==> src/sru_pkg.sv <==
// constants, carriers and state types shared by the status reporting unit
package sru_pkg;

    // ****************************************************************
    // register byte offsets on the wishbone bus
    // ****************************************************************
    localparam logic [7:0] SRU_OFF_STB   = 8'h00;
    localparam logic [7:0] SRU_OFF_SRE   = 8'h04;
    localparam logic [7:0] SRU_OFF_QCOND = 8'h08;
    localparam logic [7:0] SRU_OFF_QEVT  = 8'h0C;
    localparam logic [7:0] SRU_OFF_QEN   = 8'h10;
    localparam logic [7:0] SRU_OFF_ESR   = 8'h14;
    localparam logic [7:0] SRU_OFF_ESE   = 8'h18;
    localparam logic [7:0] SRU_OFF_CMD   = 8'h1C;
    localparam logic [7:0] SRU_OFF_PSC   = 8'h20;
    localparam logic [7:0] SRU_OFF_OPEN  = 8'h24;

    // ****************************************************************
    // status byte bit positions
    // ****************************************************************
    localparam int unsigned SRU_STB_EAV = 2;
    localparam int unsigned SRU_STB_QSB = 3;
    localparam int unsigned SRU_STB_MAV = 4;
    localparam int unsigned SRU_STB_ESB = 5;
    localparam int unsigned SRU_STB_MSS = 6;
    localparam int unsigned SRU_STB_OSB = 7;

    // ****************************************************************
    // standard event bits and valid masks
    // ****************************************************************
    localparam int unsigned SRU_ESR_OPC = 0;
    localparam int unsigned SRU_ESR_PON = 7;
    localparam logic [7:0]  SRU_ESR_VALID = 8'hBD;
    localparam logic [7:0]  SRU_ESR_EXT   = 8'h3C;
    localparam logic [15:0] SRU_QUES_VALID = 16'h0321;

    // ****************************************************************
    // command register bits
    // ****************************************************************
    localparam int unsigned SRU_CMD_CLS  = 0;
    localparam int unsigned SRU_CMD_PRES = 1;
    localparam int unsigned SRU_CMD_OPC  = 2;

    // ****************************************************************
    // reset values
    // ****************************************************************
    localparam logic        SRU_PSC_RST    = 1'b1;
    localparam logic [7:0]  SRU_MASK8_RST  = 8'h00;
    localparam logic [15:0] SRU_MASK16_RST = 16'h0000;
    localparam logic [31:0] SRU_WORD_RST   = 32'h0000_0000;

    // ****************************************************************
    // carriers and states
    // ****************************************************************
    typedef struct packed {
        logic        cyc;
        logic        stb;
        logic        we;
        logic [7:0]  adr;
        logic [3:0]  sel;
        logic [31:0] dat;
    } sru_wb_req_t;

    typedef struct packed {
        logic       psc_we;
        logic       psc_d;
        logic       sre_we;
        logic [7:0] sre_d;
        logic       ese_we;
        logic [7:0] ese_d;
        logic       por_clr;
    } sru_nv_wr_t;

    typedef enum logic [1:0] {
        SRU_OPC_IDLE = 2'b00,
        SRU_OPC_WAIT = 2'b01
    } sru_opc_state_t;

endpackage

==> src/sru_nvstore.sv <==
// retained store for the power-on clear setting and two enable masks
`timescale 1ns/1ps
`default_nettype none

module sru_nvstore
(
    // clock and store initialisation
    input  wire logic               i_clk_sys,
    input  wire logic               i_nv_init,
    // write side
    input  wire sru_pkg::sru_nv_wr_t i_wr,
    // retained values
    output logic                    o_psc,
    output logic [7:0]              o_sre,
    output logic [7:0]              o_ese
);
    import sru_pkg::*;

    // not cleared by the system reset, so contents survive a power cycle except masks cleared by por_clr
    always_ff @(posedge i_clk_sys)
    begin
        if (i_nv_init)
            o_psc <= SRU_PSC_RST;
        else if (i_wr.psc_we)
            o_psc <= i_wr.psc_d;
    end

    always_ff @(posedge i_clk_sys)
    begin
        if (i_nv_init || i_wr.por_clr)
            o_sre <= SRU_MASK8_RST;
        else if (i_wr.sre_we)
            o_sre <= i_wr.sre_d;
    end

    always_ff @(posedge i_clk_sys)
    begin
        if (i_nv_init || i_wr.por_clr)
            o_ese <= SRU_MASK8_RST;
        else if (i_wr.ese_we)
            o_ese <= i_wr.ese_d;
    end

endmodule
`default_nettype wire

==> src/sru_top.sv <==
// status reporting unit: status byte, questionable data and standard event groups
//
// Design decisions made here: the Wishbone register port and the address map.
`timescale 1ns/1ps
`default_nettype none

// Operation
// - status byte read returns the poll summary and never clears bit 6.
// - bit 6 summarises status byte bits selected by the request enable.
// - a selected status byte bit rising from 0 to 1 raises a request.
// - clear status zeroes event bits but keeps every enable mask.
// - status preset leaves the request enable mask untouched.
// - questionable condition is read-only; reading it clears nothing.
// - questionable event bits latch until read or cleared by clear status.
// - enabled questionable events form the questionable summary bit.
// - every enable mask reads back the value last written; request enable bit 6 always reads 0.
// - standard event bits latch; read or clear status clears them.
// - enabled standard events form status byte bit 5.
// - clear status clears all events, the error queue and pending completion.
// - status preset zeroes questionable and operation enable masks.
// - power-on clear setting 1 clears event enable and request enable at power-up.
// - with the setting at 0 the event enable and request enable masks survive power cycles.
// - completion bit 0 sets only after all earlier commands have finished.
// - questionable enable always clears at power-up.
// - standard event weights 1,4,8,16,32,128; weights 2 and 64 read zero.
// - questionable weights 1,32,256,512; all other bits read zero.
module sru_top
(
    // clock and reset
    input  wire logic                 i_clk_sys,
    input  wire logic                 i_sys_rst,
    input  wire logic                 i_nv_init,
    // wishbone slave
    input  wire sru_pkg::sru_wb_req_t i_wb,
    output logic                      o_wb_ack,
    output logic [31:0]               o_wb_dat,
    // status sources
    input  wire logic [15:0]          i_ques_cond,
    input  wire logic [7:0]           i_std_evt,
    input  wire logic [15:0]          i_oper_cond,
    input  wire logic                 i_err_queue_nonempty,
    input  wire logic                 i_msg_avail,
    input  wire logic                 i_cmds_done,
    // status outputs
    output logic                      o_srq,
    output logic                      o_mss,
    output logic                      o_err_queue_clr,
    output logic                      o_opc_pending
);
    import sru_pkg::*;

    // ****************************************************************
    // helpers
    // ****************************************************************
    function automatic logic [31:0] merge_sel(input logic [31:0] old_w,
                                              input logic [31:0] new_w,
                                              input logic [3:0]  sel);
        logic [31:0] res;
        res = old_w;
        for (int b = 0; b < 4; b++)
        begin
            if (sel[b])
                res[8*b +: 8] = new_w[8*b +: 8];
        end
        return res;
    endfunction

    function automatic logic hit(input logic [7:0] adr, input logic [7:0] off);
        return adr[7:2] == off[7:2];
    endfunction

    // ****************************************************************
    // state
    // ****************************************************************
    logic [15:0]     qevt_reg;
    logic [15:0]     qevt_next;
    logic [15:0]     qen_reg;
    logic [15:0]     qcond_prev_reg;
    logic [15:0]     open_reg;
    logic [7:0]      esr_reg;
    logic [7:0]      esr_next;
    logic [7:0]      stb_prev_reg;
    logic            por_pend_reg;
    sru_opc_state_t  opc_reg;
    sru_opc_state_t  opc_next;
    logic            psc_q;
    logic [7:0]      sre_q;
    logic [7:0]      ese_q;
    sru_nv_wr_t      nv_wr;

    logic            access;
    logic            wr_acc;
    logic            rd_acc;
    logic [31:0]     wdat;
    logic [7:0]      cmd_w;
    logic            cls;
    logic            pres;
    logic            opc_set;
    logic [7:0]      stb_sum;
    logic            mss;
    logic [31:0]     rdat;

    // ****************************************************************
    // bus decode
    // ****************************************************************
    // one access per request: ack blocks a second strobe in the ack cycle
    assign access = i_wb.cyc && i_wb.stb && !o_wb_ack;
    assign wr_acc = access && i_wb.we;
    assign rd_acc = access && !i_wb.we;
    assign wdat   = merge_sel(SRU_WORD_RST, i_wb.dat, i_wb.sel);
    assign cmd_w  = (wr_acc && hit(i_wb.adr, SRU_OFF_CMD)) ? wdat[7:0] : SRU_MASK8_RST;
    assign cls    = cmd_w[SRU_CMD_CLS];
    assign pres   = cmd_w[SRU_CMD_PRES];

    always_ff @(posedge i_clk_sys)
    begin
        if (i_sys_rst)
            o_wb_ack <= 1'b0;
        else
            o_wb_ack <= access;
    end

    // ****************************************************************
    // power-on handling
    // ****************************************************************
    // setting sampled in every cycle inside the reset and in the first cycle after release
    always_ff @(posedge i_clk_sys)
    begin
        if (i_sys_rst)
            por_pend_reg <= 1'b1;
        else
            por_pend_reg <= 1'b0;
    end

    always_comb
    begin
        nv_wr         = '0;
        nv_wr.por_clr = por_pend_reg && psc_q;
        nv_wr.psc_we  = wr_acc && hit(i_wb.adr, SRU_OFF_PSC) && i_wb.sel[0];
        nv_wr.psc_d   = i_wb.dat[0];
        nv_wr.sre_we  = wr_acc && hit(i_wb.adr, SRU_OFF_SRE) && i_wb.sel[0];
        nv_wr.sre_d   = i_wb.dat[7:0] & ~(8'h01 << SRU_STB_MSS);
        nv_wr.ese_we  = wr_acc && hit(i_wb.adr, SRU_OFF_ESE) && i_wb.sel[0];
        nv_wr.ese_d   = i_wb.dat[7:0];
    end

    sru_nvstore u_nvstore
    (
        .i_clk_sys (i_clk_sys),
        .i_nv_init (i_nv_init),
        .i_wr      (nv_wr),
        .o_psc     (psc_q),
        .o_sre     (sre_q),
        .o_ese     (ese_q)
    );

    // ****************************************************************
    // questionable data group
    // ****************************************************************
    always_ff @(posedge i_clk_sys)
    begin
        if (i_sys_rst)
            qcond_prev_reg <= SRU_MASK16_RST;
        else
            qcond_prev_reg <= i_ques_cond & SRU_QUES_VALID;
    end

    always_comb
    begin
        qevt_next = qevt_reg;
        // read or clear status drops latched bits
        if (cls || (rd_acc && hit(i_wb.adr, SRU_OFF_QEVT)))
            qevt_next = SRU_MASK16_RST;
        // only weighted bits latch; set wins over clear
        qevt_next = qevt_next | (i_ques_cond & ~qcond_prev_reg & SRU_QUES_VALID);
    end

    always_ff @(posedge i_clk_sys)
    begin
        if (i_sys_rst)
            qevt_reg <= SRU_MASK16_RST;
        else
            qevt_reg <= qevt_next;
    end

    always_ff @(posedge i_clk_sys)
    begin
        if (i_sys_rst)
            qen_reg <= SRU_MASK16_RST;
        else if (pres)
            qen_reg <= SRU_MASK16_RST;
        else if (wr_acc && hit(i_wb.adr, SRU_OFF_QEN))
            qen_reg <= 16'(merge_sel({16'h0000, qen_reg}, i_wb.dat, i_wb.sel));
    end

    always_ff @(posedge i_clk_sys)
    begin
        if (i_sys_rst)
            open_reg <= SRU_MASK16_RST;
        else if (pres)
            open_reg <= SRU_MASK16_RST;
        else if (wr_acc && hit(i_wb.adr, SRU_OFF_OPEN))
            open_reg <= 16'(merge_sel({16'h0000, open_reg}, i_wb.dat, i_wb.sel));
    end

    // ****************************************************************
    // operation complete sequencing
    // ****************************************************************
    always_comb
    begin
        opc_next = opc_reg;
        opc_set  = 1'b0;
        case (opc_reg)
            SRU_OPC_IDLE:
            begin
                if (cmd_w[SRU_CMD_OPC])
                    opc_next = SRU_OPC_WAIT;
            end
            SRU_OPC_WAIT:
            begin
                if (cls && !cmd_w[SRU_CMD_OPC])
                    opc_next = SRU_OPC_IDLE;
                // set only once earlier commands are done
                else if (!cls && i_cmds_done)
                begin
                    opc_set  = 1'b1;
                    opc_next = cmd_w[SRU_CMD_OPC] ? SRU_OPC_WAIT : SRU_OPC_IDLE;
                end
            end
            default:
                opc_next = SRU_OPC_IDLE;
        endcase
    end

    always_ff @(posedge i_clk_sys)
    begin
        if (i_sys_rst)
            opc_reg <= SRU_OPC_IDLE;
        else
            opc_reg <= opc_next;
    end

    // ****************************************************************
    // standard event group
    // ****************************************************************
    always_comb
    begin
        esr_next = esr_reg;
        // read or clear status drops latched bits
        if (cls || (rd_acc && hit(i_wb.adr, SRU_OFF_ESR)))
            esr_next = SRU_MASK8_RST;
        // external events only on weights 4..32
        esr_next = esr_next | (i_std_evt & SRU_ESR_EXT);
        esr_next[SRU_ESR_OPC] = esr_next[SRU_ESR_OPC] | opc_set;
        esr_next[SRU_ESR_PON] = esr_next[SRU_ESR_PON] | por_pend_reg;
        esr_next = esr_next & SRU_ESR_VALID;
    end

    always_ff @(posedge i_clk_sys)
    begin
        if (i_sys_rst)
            esr_reg <= SRU_MASK8_RST;
        else
            esr_reg <= esr_next;
    end

    // ****************************************************************
    // status byte and service request
    // ****************************************************************
    always_comb
    begin
        stb_sum              = SRU_MASK8_RST;
        stb_sum[SRU_STB_EAV] = i_err_queue_nonempty;
        stb_sum[SRU_STB_QSB] = |(qevt_reg & qen_reg);
        stb_sum[SRU_STB_MAV] = i_msg_avail;
        stb_sum[SRU_STB_ESB] = |(esr_reg & ese_q);
        stb_sum[SRU_STB_OSB] = |(i_oper_cond & open_reg);
    end

    assign mss = |(stb_sum & sre_q & ~(8'h01 << SRU_STB_MSS));

    always_ff @(posedge i_clk_sys)
    begin
        if (i_sys_rst)
            stb_prev_reg <= SRU_MASK8_RST;
        else
            stb_prev_reg <= stb_sum;
    end

    always_ff @(posedge i_clk_sys)
    begin
        if (i_sys_rst)
            o_srq <= 1'b0;
        else
            o_srq <= |(stb_sum & ~stb_prev_reg & sre_q);
    end

    always_ff @(posedge i_clk_sys)
    begin
        if (i_sys_rst)
            o_mss <= 1'b0;
        else
            o_mss <= mss;
    end

    always_ff @(posedge i_clk_sys)
    begin
        if (i_sys_rst)
            o_err_queue_clr <= 1'b0;
        else
            o_err_queue_clr <= cls;
    end

    always_ff @(posedge i_clk_sys)
    begin
        if (i_sys_rst)
            o_opc_pending <= 1'b0;
        else
            o_opc_pending <= (opc_next == SRU_OPC_WAIT);
    end

    // ****************************************************************
    // read data
    // ****************************************************************
    // clear status touches no enable mask
    always_comb
    begin
        rdat = SRU_WORD_RST;
        case (i_wb.adr[7:2])
            SRU_OFF_STB[7:2]:   rdat[7:0]  = stb_sum | ({7'h00, mss} << SRU_STB_MSS);
            SRU_OFF_SRE[7:2]:   rdat[7:0]  = sre_q;
            SRU_OFF_QCOND[7:2]: rdat[15:0] = i_ques_cond & SRU_QUES_VALID;
            SRU_OFF_QEVT[7:2]:  rdat[15:0] = qevt_reg;
            SRU_OFF_QEN[7:2]:   rdat[15:0] = qen_reg;
            SRU_OFF_ESR[7:2]:   rdat[7:0]  = esr_reg;
            SRU_OFF_ESE[7:2]:   rdat[7:0]  = ese_q;
            // setting readable as 0 or 1
            SRU_OFF_PSC[7:2]:   rdat[0]    = psc_q;
            SRU_OFF_OPEN[7:2]:  rdat[15:0] = open_reg;
            default:            rdat       = SRU_WORD_RST;
        endcase
    end

    // data held until the next read so it stays stable with ack
    always_ff @(posedge i_clk_sys)
    begin
        if (i_sys_rst)
            o_wb_dat <= SRU_WORD_RST;
        else if (rd_acc)
            o_wb_dat <= rdat;
    end

endmodule
`default_nettype wire

==> config.mk <==
export PLATFORM = sky130hd
export DESIGN_NAME = sru_top
export DESIGN_NICKNAME = d
export VERILOG_FILES = /design/src/sru_pkg.sv /design/src/sru_nvstore.sv /design/src/sru_top.sv
export SDC_FILE = /design/constraint.sdc
export NUM_CORES = 1
export LEC_CHECK = 0
export ABC_CLOCK_PERIOD_IN_PS = 1840
export BUFFER_PORTS_ARGS = -buffer_cell sky130_fd_sc_hd__buf_2
export CAP_MARGIN = 20
export CORE_MARGIN = 10
export CORE_UTILIZATION = 46
export CTS_CLUSTER_SIZE = 14
export DETAILED_ROUTE_END_ITERATION = 8
export PLACE_DENSITY = 0.76
export SLEW_MARGIN = 20
export SYNTH_ARGS = -nofsm -noshare
export SYNTH_HDL_FRONTEND = slang
export SYNTH_HIERARCHICAL = 1
export SYNTH_SLANG_ARGS = --single-unit
==> constraint.sdc <==
create_clock -name i_clk_sys -period 1.84 [get_ports i_clk_sys]
set_input_delay 0.092 -clock i_clk_sys [delete_from_list [all_inputs] [get_ports i_clk_sys]]
set_output_delay 0.092 -clock i_clk_sys [all_outputs]
set_load 0.005 [all_outputs]
Word-level counts from Yosys, hierarchy flattened
Cells that the tools add are included.

operators by class
  equal/unequal tests = 11
  multiplexer cells = 16
  bitwise gates (word level) = 14
  reductions and logical operators = 37

operator list
  operator            count
  $pmux 7 s8          1
  $and 16x16->16      2
  $and 8x8->8         4
  $pmux 8 s4          1
  $reduce_or 16->1    2
  $eq 6x3->1 const B  4
  $logic_and 1x1->1   18
  $mux 16             1
  $or 16x10->16       1
  $reduce_or 8->1     2
  $eq 6x2->1 const B  2
  $eq 6x4->1 const B  2
  $and 10x10->10      1
  $not 10->10         1
  $pmux 1 s9          1
  $mux 8              1
  $not 8->8           1
  $or 8x6->8          1
  $or 8x7->8          1
  $reduce_and 2->1    4
  $reduce_or 7->1     1
  $eq 6x1->1 const B  1
  $logic_not 6->1     1
  $mux 2              3
  9 further kinds     21

word-level totals
  register bits = 108
  output and inout bits = 37
  logic and storage cells = 99

Longest topological paths before layout
Gate-level depths: netlist (run 1).

  word-level depth = 11
  depth in mapped cells = 8
  depth with buffers taken out = 5

By module
Netlist (run 1), hierarchy kept.

modules (own cells, without submodules)
  module       instances  cells an instance  area each (um^2)
  sru_top      1          380                3,423.3
  sru_nvstore  1          56                 648.1

Worst setup path before layout (run 1)
OpenSTA, ideal clock, no wires.

  path kind = flip-flop to flip-flop
  start point = reg o_wb_ack
  end point = reg u_nvstore.o_ese[2]
  arrival time = 1.868 ns
  data required time = 1.725 ns
  setup slack = -0.143 ns
  stages on the path, launching flop included = 9
  cell sequence = dfxtp_1 > and4b_1 > and2_0 > clkbuf_1 > clkbuf_1 > and3_1 > buf_2 > mux2i_1 > nor2_2

RTL lines
  element                 line               RTL
  start, declared         sru_top.sv:35      output logic o_wb_ack,
  start signal, assigned  sru_top.sv:120     o_wb_ack <= access;
  end signal, assigned    sru_nvstore.sv:41  o_ese <= i_wr.ese_d;
  end, declared           sru_nvstore.sv:15  output logic [7:0] o_ese

Final worst setup path (run 1)
  start point = reg open_reg[5]
  end point = reg o_wb_dat[7]

between the ends
  cells in the longest elaborated chain, start to end = 4

ends and longest elaborated chain
  element                 line            RTL
  start, declared         sru_top.sv:79   logic [15:0] open_reg;
  start signal, assigned  sru_top.sv:203  open_reg <= 16'(merge_sel({16'h0000, open_reg}, i_wb.dat, i_wb.sel));
  $and 16x16->16          sru_top.sv:277  stb_sum[SRU_STB_OSB] = |(i_oper_cond & open_reg);
  $reduce_or 16->1        sru_top.sv:277
  $or 8x7->8              sru_top.sv:330  SRU_OFF_STB[7:2]: rdat[7:0] = stb_sum | ({7'h00, mss} << SRU_STB_MSS);
  $pmux 7 s8              sru_top.sv:329  case (i_wb.adr[7:2])
  end signal, assigned    sru_top.sv:350  o_wb_dat <= rdat;
  end, declared           sru_top.sv:36   output logic [31:0] o_wb_dat,

Every way passes these cells.
A chain may end at the register's enable or synchronous reset.

==> flow_summary.ini, run 1 <==
[outcome]
status = completed

[pwr]
seq_power_share_pct = 50.0
peakVddDrop_mv = 0.4007
p_sw_mw = 0.9377
p_total_mw = 4.110
power_density_mw_per_mm2 = 798.4
leakage_nw = 2.164
p_sw_share_pct = 22.82
p_comb_share_pct = 8.5
internal_power_mw = 3.172
pwr-share-clk_pct = 41.5

[timing]
setup_violations = 0
rsz0062_at_grt = false
finalHoldViolCount = 0
post-route-period-util_pct = 93.96
maxSlewViolCount = 0
skew_ns = 0.01469
tightestPinTransition_ns = 0.6238
max_freq_ghz = 0.5784
layout_min_cycle_time_ns = 1.729
relSlewSlack_pct = 58.37

[synthesis]
synth_edf_count = 0
synthesis.area_mm2 = 0.004071
syn_area_per_cell_um2 = 9.338
ys_seq_elements = 92
yosysSeqAreaShare_pct = 45.24
ys_warn_count = 6
synth-async-reset-ratio_pct = 0
synth_cell_types = 52
synth_flop_cell = dfxtp_1
synthCells = 436

[floorplan]
io_pins = 130
die_y_um = 114.1
start_util_pct = 46.91
die_w_um = 114.1
rows = 34
die_area_mm2 = 0.01301
core_area_mm2 = 0.008678

[cts]
cts_setup_buffers = 0
cts_root_buf = clkbuf_8
h-tree-depth = 3
clock-sinks = 92
clock_path_buffers = 2
clkLatencyLatePin_ns = 0.37
cts_tree = yes
path_clk_slew_ns = 0.09
cts_made_buffers = 9

[setup_path]
worstSetupStartpoint = open_reg[5]
crit_family = compound AO/OA/AOI/OAI gates
cp_slowest_stage_delay_ns = 0.47
r2r_slack_ns = 0.11
r2r_cells = 5
worstPathMaxFanout = 3
r2r_end = o_wb_dat[7]
crit-reg2reg-launch = open_reg[5]
path_buf_inv = 0
path_class = reg -> reg
cp.required_ns = 2.07
worst-path-stages = 5
cp.arrival_ns = 1.96
cp_cell_sequence = a22o_1, a221oi_2, nand4_1, a222oi_1, a221oi_1
slowest_stage = a222oi_1
cp-start-kind = flip-flop
cp-end-kind = flip-flop

[hold_path]
min_to = open_reg[6]
hp-class = in -> reg
min_path_cells = 3
holdCritStartpoint = i_wb[6]

[global_route]
grt_pass1_wl_um = 19290
grt_overflow = 0
grt.total_usage_pct = 18.43
grt_max_degree = 33
grt_pass1_vias = 3744
antenna_found_initial = 0

[routing]
wl_um = 12190
final_antenna_net_count = 0
drt_first_iter_violations = 260
via_count = 3740
route.detailed.drc = 0
viasPerCell = 5.650
drt-wirelength-per-cell_um = 18.41
drt_pass1_iterations = 5

[cells_and_area]
final_cells = 662
final_common_cell = dfxtp_1
nFillCells = 774
final-seq-area_mm2 = 0.001843
layout-drive-gt1-share_pct = 27.62
diodes = 0
multi_input_area_mm2 = 0.002048
fin_nets = 642
layout_common_cells = 91 x dfxtp_1, 77 x buf_2, 38 x nor2_1, 38 x mux2i_1, 34 x nand2_1
area_growth_pct = 26.43

[placement]
io_buffers = 77
hpwl_um = 9092
globalplace.congestion = 0.9346
place_inst = 628

[flow_run]
drv_cap = 0
-- synthesized netlist by cell type (2+ instances only) --
library cell / instances / area share, %
a21oi_1: 27 / 3.3
a221o_1: 2 / 0.49
a221oi_1: 15 / 3.2
a222oi_1: 4 / 0.98
a22o_1: 13 / 2.8
a22oi_1: 9 / 1.7
a31oi_1: 5 / 0.77
and2_1: 5 / 0.77
and3_1: 2 / 0.31
buf_1: 2 / 0.18
buf_2: 6 / 0.74
buf_4: 16 / 3.0
buf_6: 2 / 0.55
clkbuf_1: 13 / 1.2
dfxtp_1: 92 / 45
inv_1: 9 / 0.83
mux2_2: 8 / 2.2
mux2i_1: 38 / 9.3
nand2_1: 34 / 3.1
nand2b_1: 3 / 0.46
nand3_1: 19 / 2.3
nand3b_1: 3 / 0.55
nand4_1: 2 / 0.31
nor2_1: 38 / 3.5
nor2_2: 11 / 1.7
nor2b_1: 10 / 1.5
nor3_1: 10 / 1.2
o21ai_0: 11 / 1.4
o32ai_1: 3 / 0.65
or4b_1: 2 / 0.49
-- per-stage QoR --
step / TNS (ns) / cell area (um2) / worst slack, ns / hold slack, ns / utilization [%]
final: 0 / 5147 / 0.1112 / 0.01081 / 59.31
after global routing: 0 / 5147 / 0.02596 / 0.01977 / 59.31
after CTS: 0 / 5115 / 0.04962 / 0.001792 / 58.94
after detailed placement: -0.02536 / 4676 / -0.01310 / 0.3181 / 53.88
after global placement: 0 / 4676 / 0.02504 / 0.2913 / 53.88
after floorplan: 0 / 4149 / 0.003989 / 0.1197 / -
-- routing by layer --
| layer | global-route usage [%] | wire [um] | vias up |
|---|---|---|---|
| met4 | 7.769 | 204 | 0 |
| met1 | 24.00 | 5338 | 1785 |
| met3 | 4.560 | 1073 | 15 |
| li1 | - | - | 1776 |
| met5 | 0 | 0 | - |
| met2 | 28.36 | 5569 | 164 |
-- repair_timing --
item / in CTS / in global routing
gates resized for setup: 0 / 6
hold buffers: 18 / 0
endpoints found under the setup margin: 0 / 5
hold endpoints to repair: 24 / 0
-- tightest hold or removal path: stages --
cell	delay (ns)
buf_2	0.12
nand3_1	0.07
a21oi_1	0.06
-- worst max-delay path by stage --
stage                                     to
after floorplan           u_nvstore/o_ese[2]
after global placement          open_reg[13]
after detailed placement        open_reg[15]
after CTS                        o_wb_dat[7]
after global routing             open_reg[4]
final                            o_wb_dat[7]
-- logic make-up after synthesis --
family,count (synthesis),share of synthesized area [%]
other,1,0.09211
buffers and inverters,49,6.946
AND/OR/NAND/NOR,149,18.93
flip-flops,92,45.24
AO/OA/AOI/OAI,99,17.24
multiplexers,46,11.55
-- area by class of cell --
type	instances	area share, %
Clock buffer	11	2.941
Clock inverter	5	2.090
Inverter	9	0.6563
Multi-Input combinational cell	312	39.79
Sequential cell	92	35.80
Tap cell	108	2.625
Timing Repair Buffer	125	16.09
-- power by group through the flow --
stage	registers, mW	clock network, mW	logic [mW]
after CTS	2.05	1.71	0.342
after detailed placement	2.10	0	0.311
after global routing	2.06	1.80	0.383
final	2.05	1.71	0.349
after floorplan	2.09	0	0.182
after global placement	2.10	0	0.305
No activity file was read; power rests on OpenSTA's default activity.
==> run 2, diff against run 1 <==
--- a/config.mk
+++ b/config.mk
@@ -9,10 +9,11 @@
 export BUFFER_PORTS_ARGS = -buffer_cell sky130_fd_sc_hd__buf_2
 export CAP_MARGIN = 20
 export CORE_MARGIN = 10
-export CORE_UTILIZATION = 46
+export CORE_UTILIZATION = 45
 export CTS_CLUSTER_SIZE = 14
 export DETAILED_ROUTE_END_ITERATION = 8
-export PLACE_DENSITY = 0.76
+export PLACE_DENSITY = 0.75
+export RECOVER_POWER = 50
 export SLEW_MARGIN = 20
 export SYNTH_ARGS = -nofsm -noshare
 export SYNTH_HDL_FRONTEND = slang
==> run 2 against run 1 <==
  * Sequential share of layout area is 0.40 points higher
  * Clock power is 21% lower
  * Sequential power hardly changed
  * Utilization is 1.2 points lower
  * Worst hold slack better by 0.011 ns
  * Total power is 8.5% lower
  * Combinational power is 2% higher
  * Critical endpoint is now open_reg[6]
  * Largest cell class unchanged
==> flow_summary.ini, run 2 (synthesis gave the netlist of run 1 again) <==
[routing]
viasPerCell = 5.651
via_count = 3775
drt-wirelength-per-cell_um = 18.28
wl_um = 12210
final_antenna_net_count = 0
drt_first_iter_violations = 316
route.detailed.drc = 0
drt_pass1_iterations = 6

[cts]
clkLatencyLatePin_ns = 0.38
cts_made_buffers = 9
cts_setup_buffers = 0
cts_tree = yes
path_clk_slew_ns = 0.10
h-tree-depth = 3
clock-sinks = 92
cts_root_buf = clkbuf_8
clock_path_buffers = 2

[floorplan]
die_w_um = 115.1
core_area_mm2 = 0.008763
io_pins = 130
die_y_um = 115.1
rows = 34
start_util_pct = 46.46
die_area_mm2 = 0.01325

[timing]
setup_violations = 0
post-route-period-util_pct = 93.94
tns_ns = 0
layout_min_cycle_time_ns = 1.728
tightestPinTransition_ns = 0.5781
rsz0062_at_grt = false
max_freq_ghz = 0.5786
setup_ws_ns = 0.1116
skew_ns = 0.008952
whs_ns = 0.02134
finalHoldViolCount = 0
maxSlewViolCount = 0
relSlewSlack_pct = 61.42

[global_route]
grt_max_degree = 22
grt.total_usage_pct = 18.39
antenna_found_initial = 0
grt_pass1_vias = 3834
grt_pass1_wl_um = 19240
grt_overflow = 0

[setup_path]
cp-start-kind = flip-flop
worstSetupStartpoint = o_wb_ack
cp.required_ns = 2.15
cp.arrival_ns = 2.03
r2r_cells = 7
crit_end = open_reg[6]
path_class = reg -> reg
r2r_end = open_reg[6]
crit-reg2reg-launch = o_wb_ack
worstPathMaxFanout = 11
r2r_slack_ns = 0.11
cp-end-kind = flip-flop

[hold_path]
hp-class = in -> reg

[placement]
globalplace.congestion = 0.9239
dpl_worst_slack_ns = 0.009648
io_buffers = 77
hpwl_um = 9348
placed_area_mm2 = 0.004678

[pwr]
p_total_mw = 3.760
power_density_mw_per_mm2 = 738.6
peakVddDrop_mv = 0.3501
leakage_nw = 2.057

[cells_and_area]
final_common_cell = dfxtp_1
nFillCells = 826
diodes = 0
fin_nets = 648
layout_common_cells = 91 x dfxtp_1, 57 x buf_2, 38 x nor2_1, 38 x mux2i_1, 34 x nand2_1
design_area_mm2 = 0.005090
layout-drive-gt1-share_pct = 23.75
area_growth_pct = 25.02

[flow_run]
drv_cap = 0

[outcome]
status = completed
==> run 2: repair_timing <==
item,in CTS,in global routing
gates resized for setup,0,8
hold endpoints to repair,33,0
endpoints found under the setup margin,0,33
hold buffers,22,0
==> run 2: metrics by stage <==
stage	instances	util (%)
after floorplan	453	-
after global placement	630	53.38
after detailed placement	630	53.38
after CTS	668	58.07
after global routing	668	58.08
final	668	58.08
==> run 2: how the worst min path moves through the flow <==
stage               cells past startpoint            from           endpoint
detailed placement                      2       i_nv_init    u_nvstore/o_psc
floorplan                               0       i_sys_rst       por_pend_reg
global route                            2  i_ques_cond[0]  qcond_prev_reg[0]
finish                                  3         i_wb[7]        open_reg[7]
CTS                                     2  i_ques_cond[0]  qcond_prev_reg[0]
global placement                        2       i_nv_init    u_nvstore/o_psc
==> run 2: where the power goes <==
part	leakage (nW)	total [mW]	internal, mW	switching [mW]
combinational	1.21	0.356	0.166	0.190
clock	0.0982	1.35	0.527	0.820
sequential	0.748	2.06	2.03	0.0272
==> run 2: cell type report <==
type                            count  area, um2  area share [%]
Sequential cell                    92       1843           36.21
Clock buffer                        9      123.9           2.434
Multi-Input combinational cell    312       2056           40.39
Clock inverter                      7      66.31           1.303
Timing Repair Buffer              131      832.0           16.35
Inverter                            9      33.78          0.6637
Tap cell                          108      135.1           2.655
==> run 2: metal layers <==
| metal | wire length [um] | share of wire, % | vias up | GRT usage, % |
|---|---|---|---|---|
| met5 | 0 | 0 | - | 0 |
| met4 | 236 | 1.9 | 0 | 8.416 |
| met3 | 1270 | 10 | 18 | 5.104 |
| met2 | 5549 | 45 | 177 | 28.60 |
| met1 | 5152 | 42 | 1802 | 23.16 |
| li1 | - | - | 1778 | - |
==> run 2: critical path, cell delays in order, from the launching register on <==
cell	delay, ns
dfxtp_1	0.34
and4b_1	0.21
and2_0	0.15
buf_4	0.18
and3_1	0.23
a21o_4	0.26
buf_4	0.17
a21oi_1	0.13
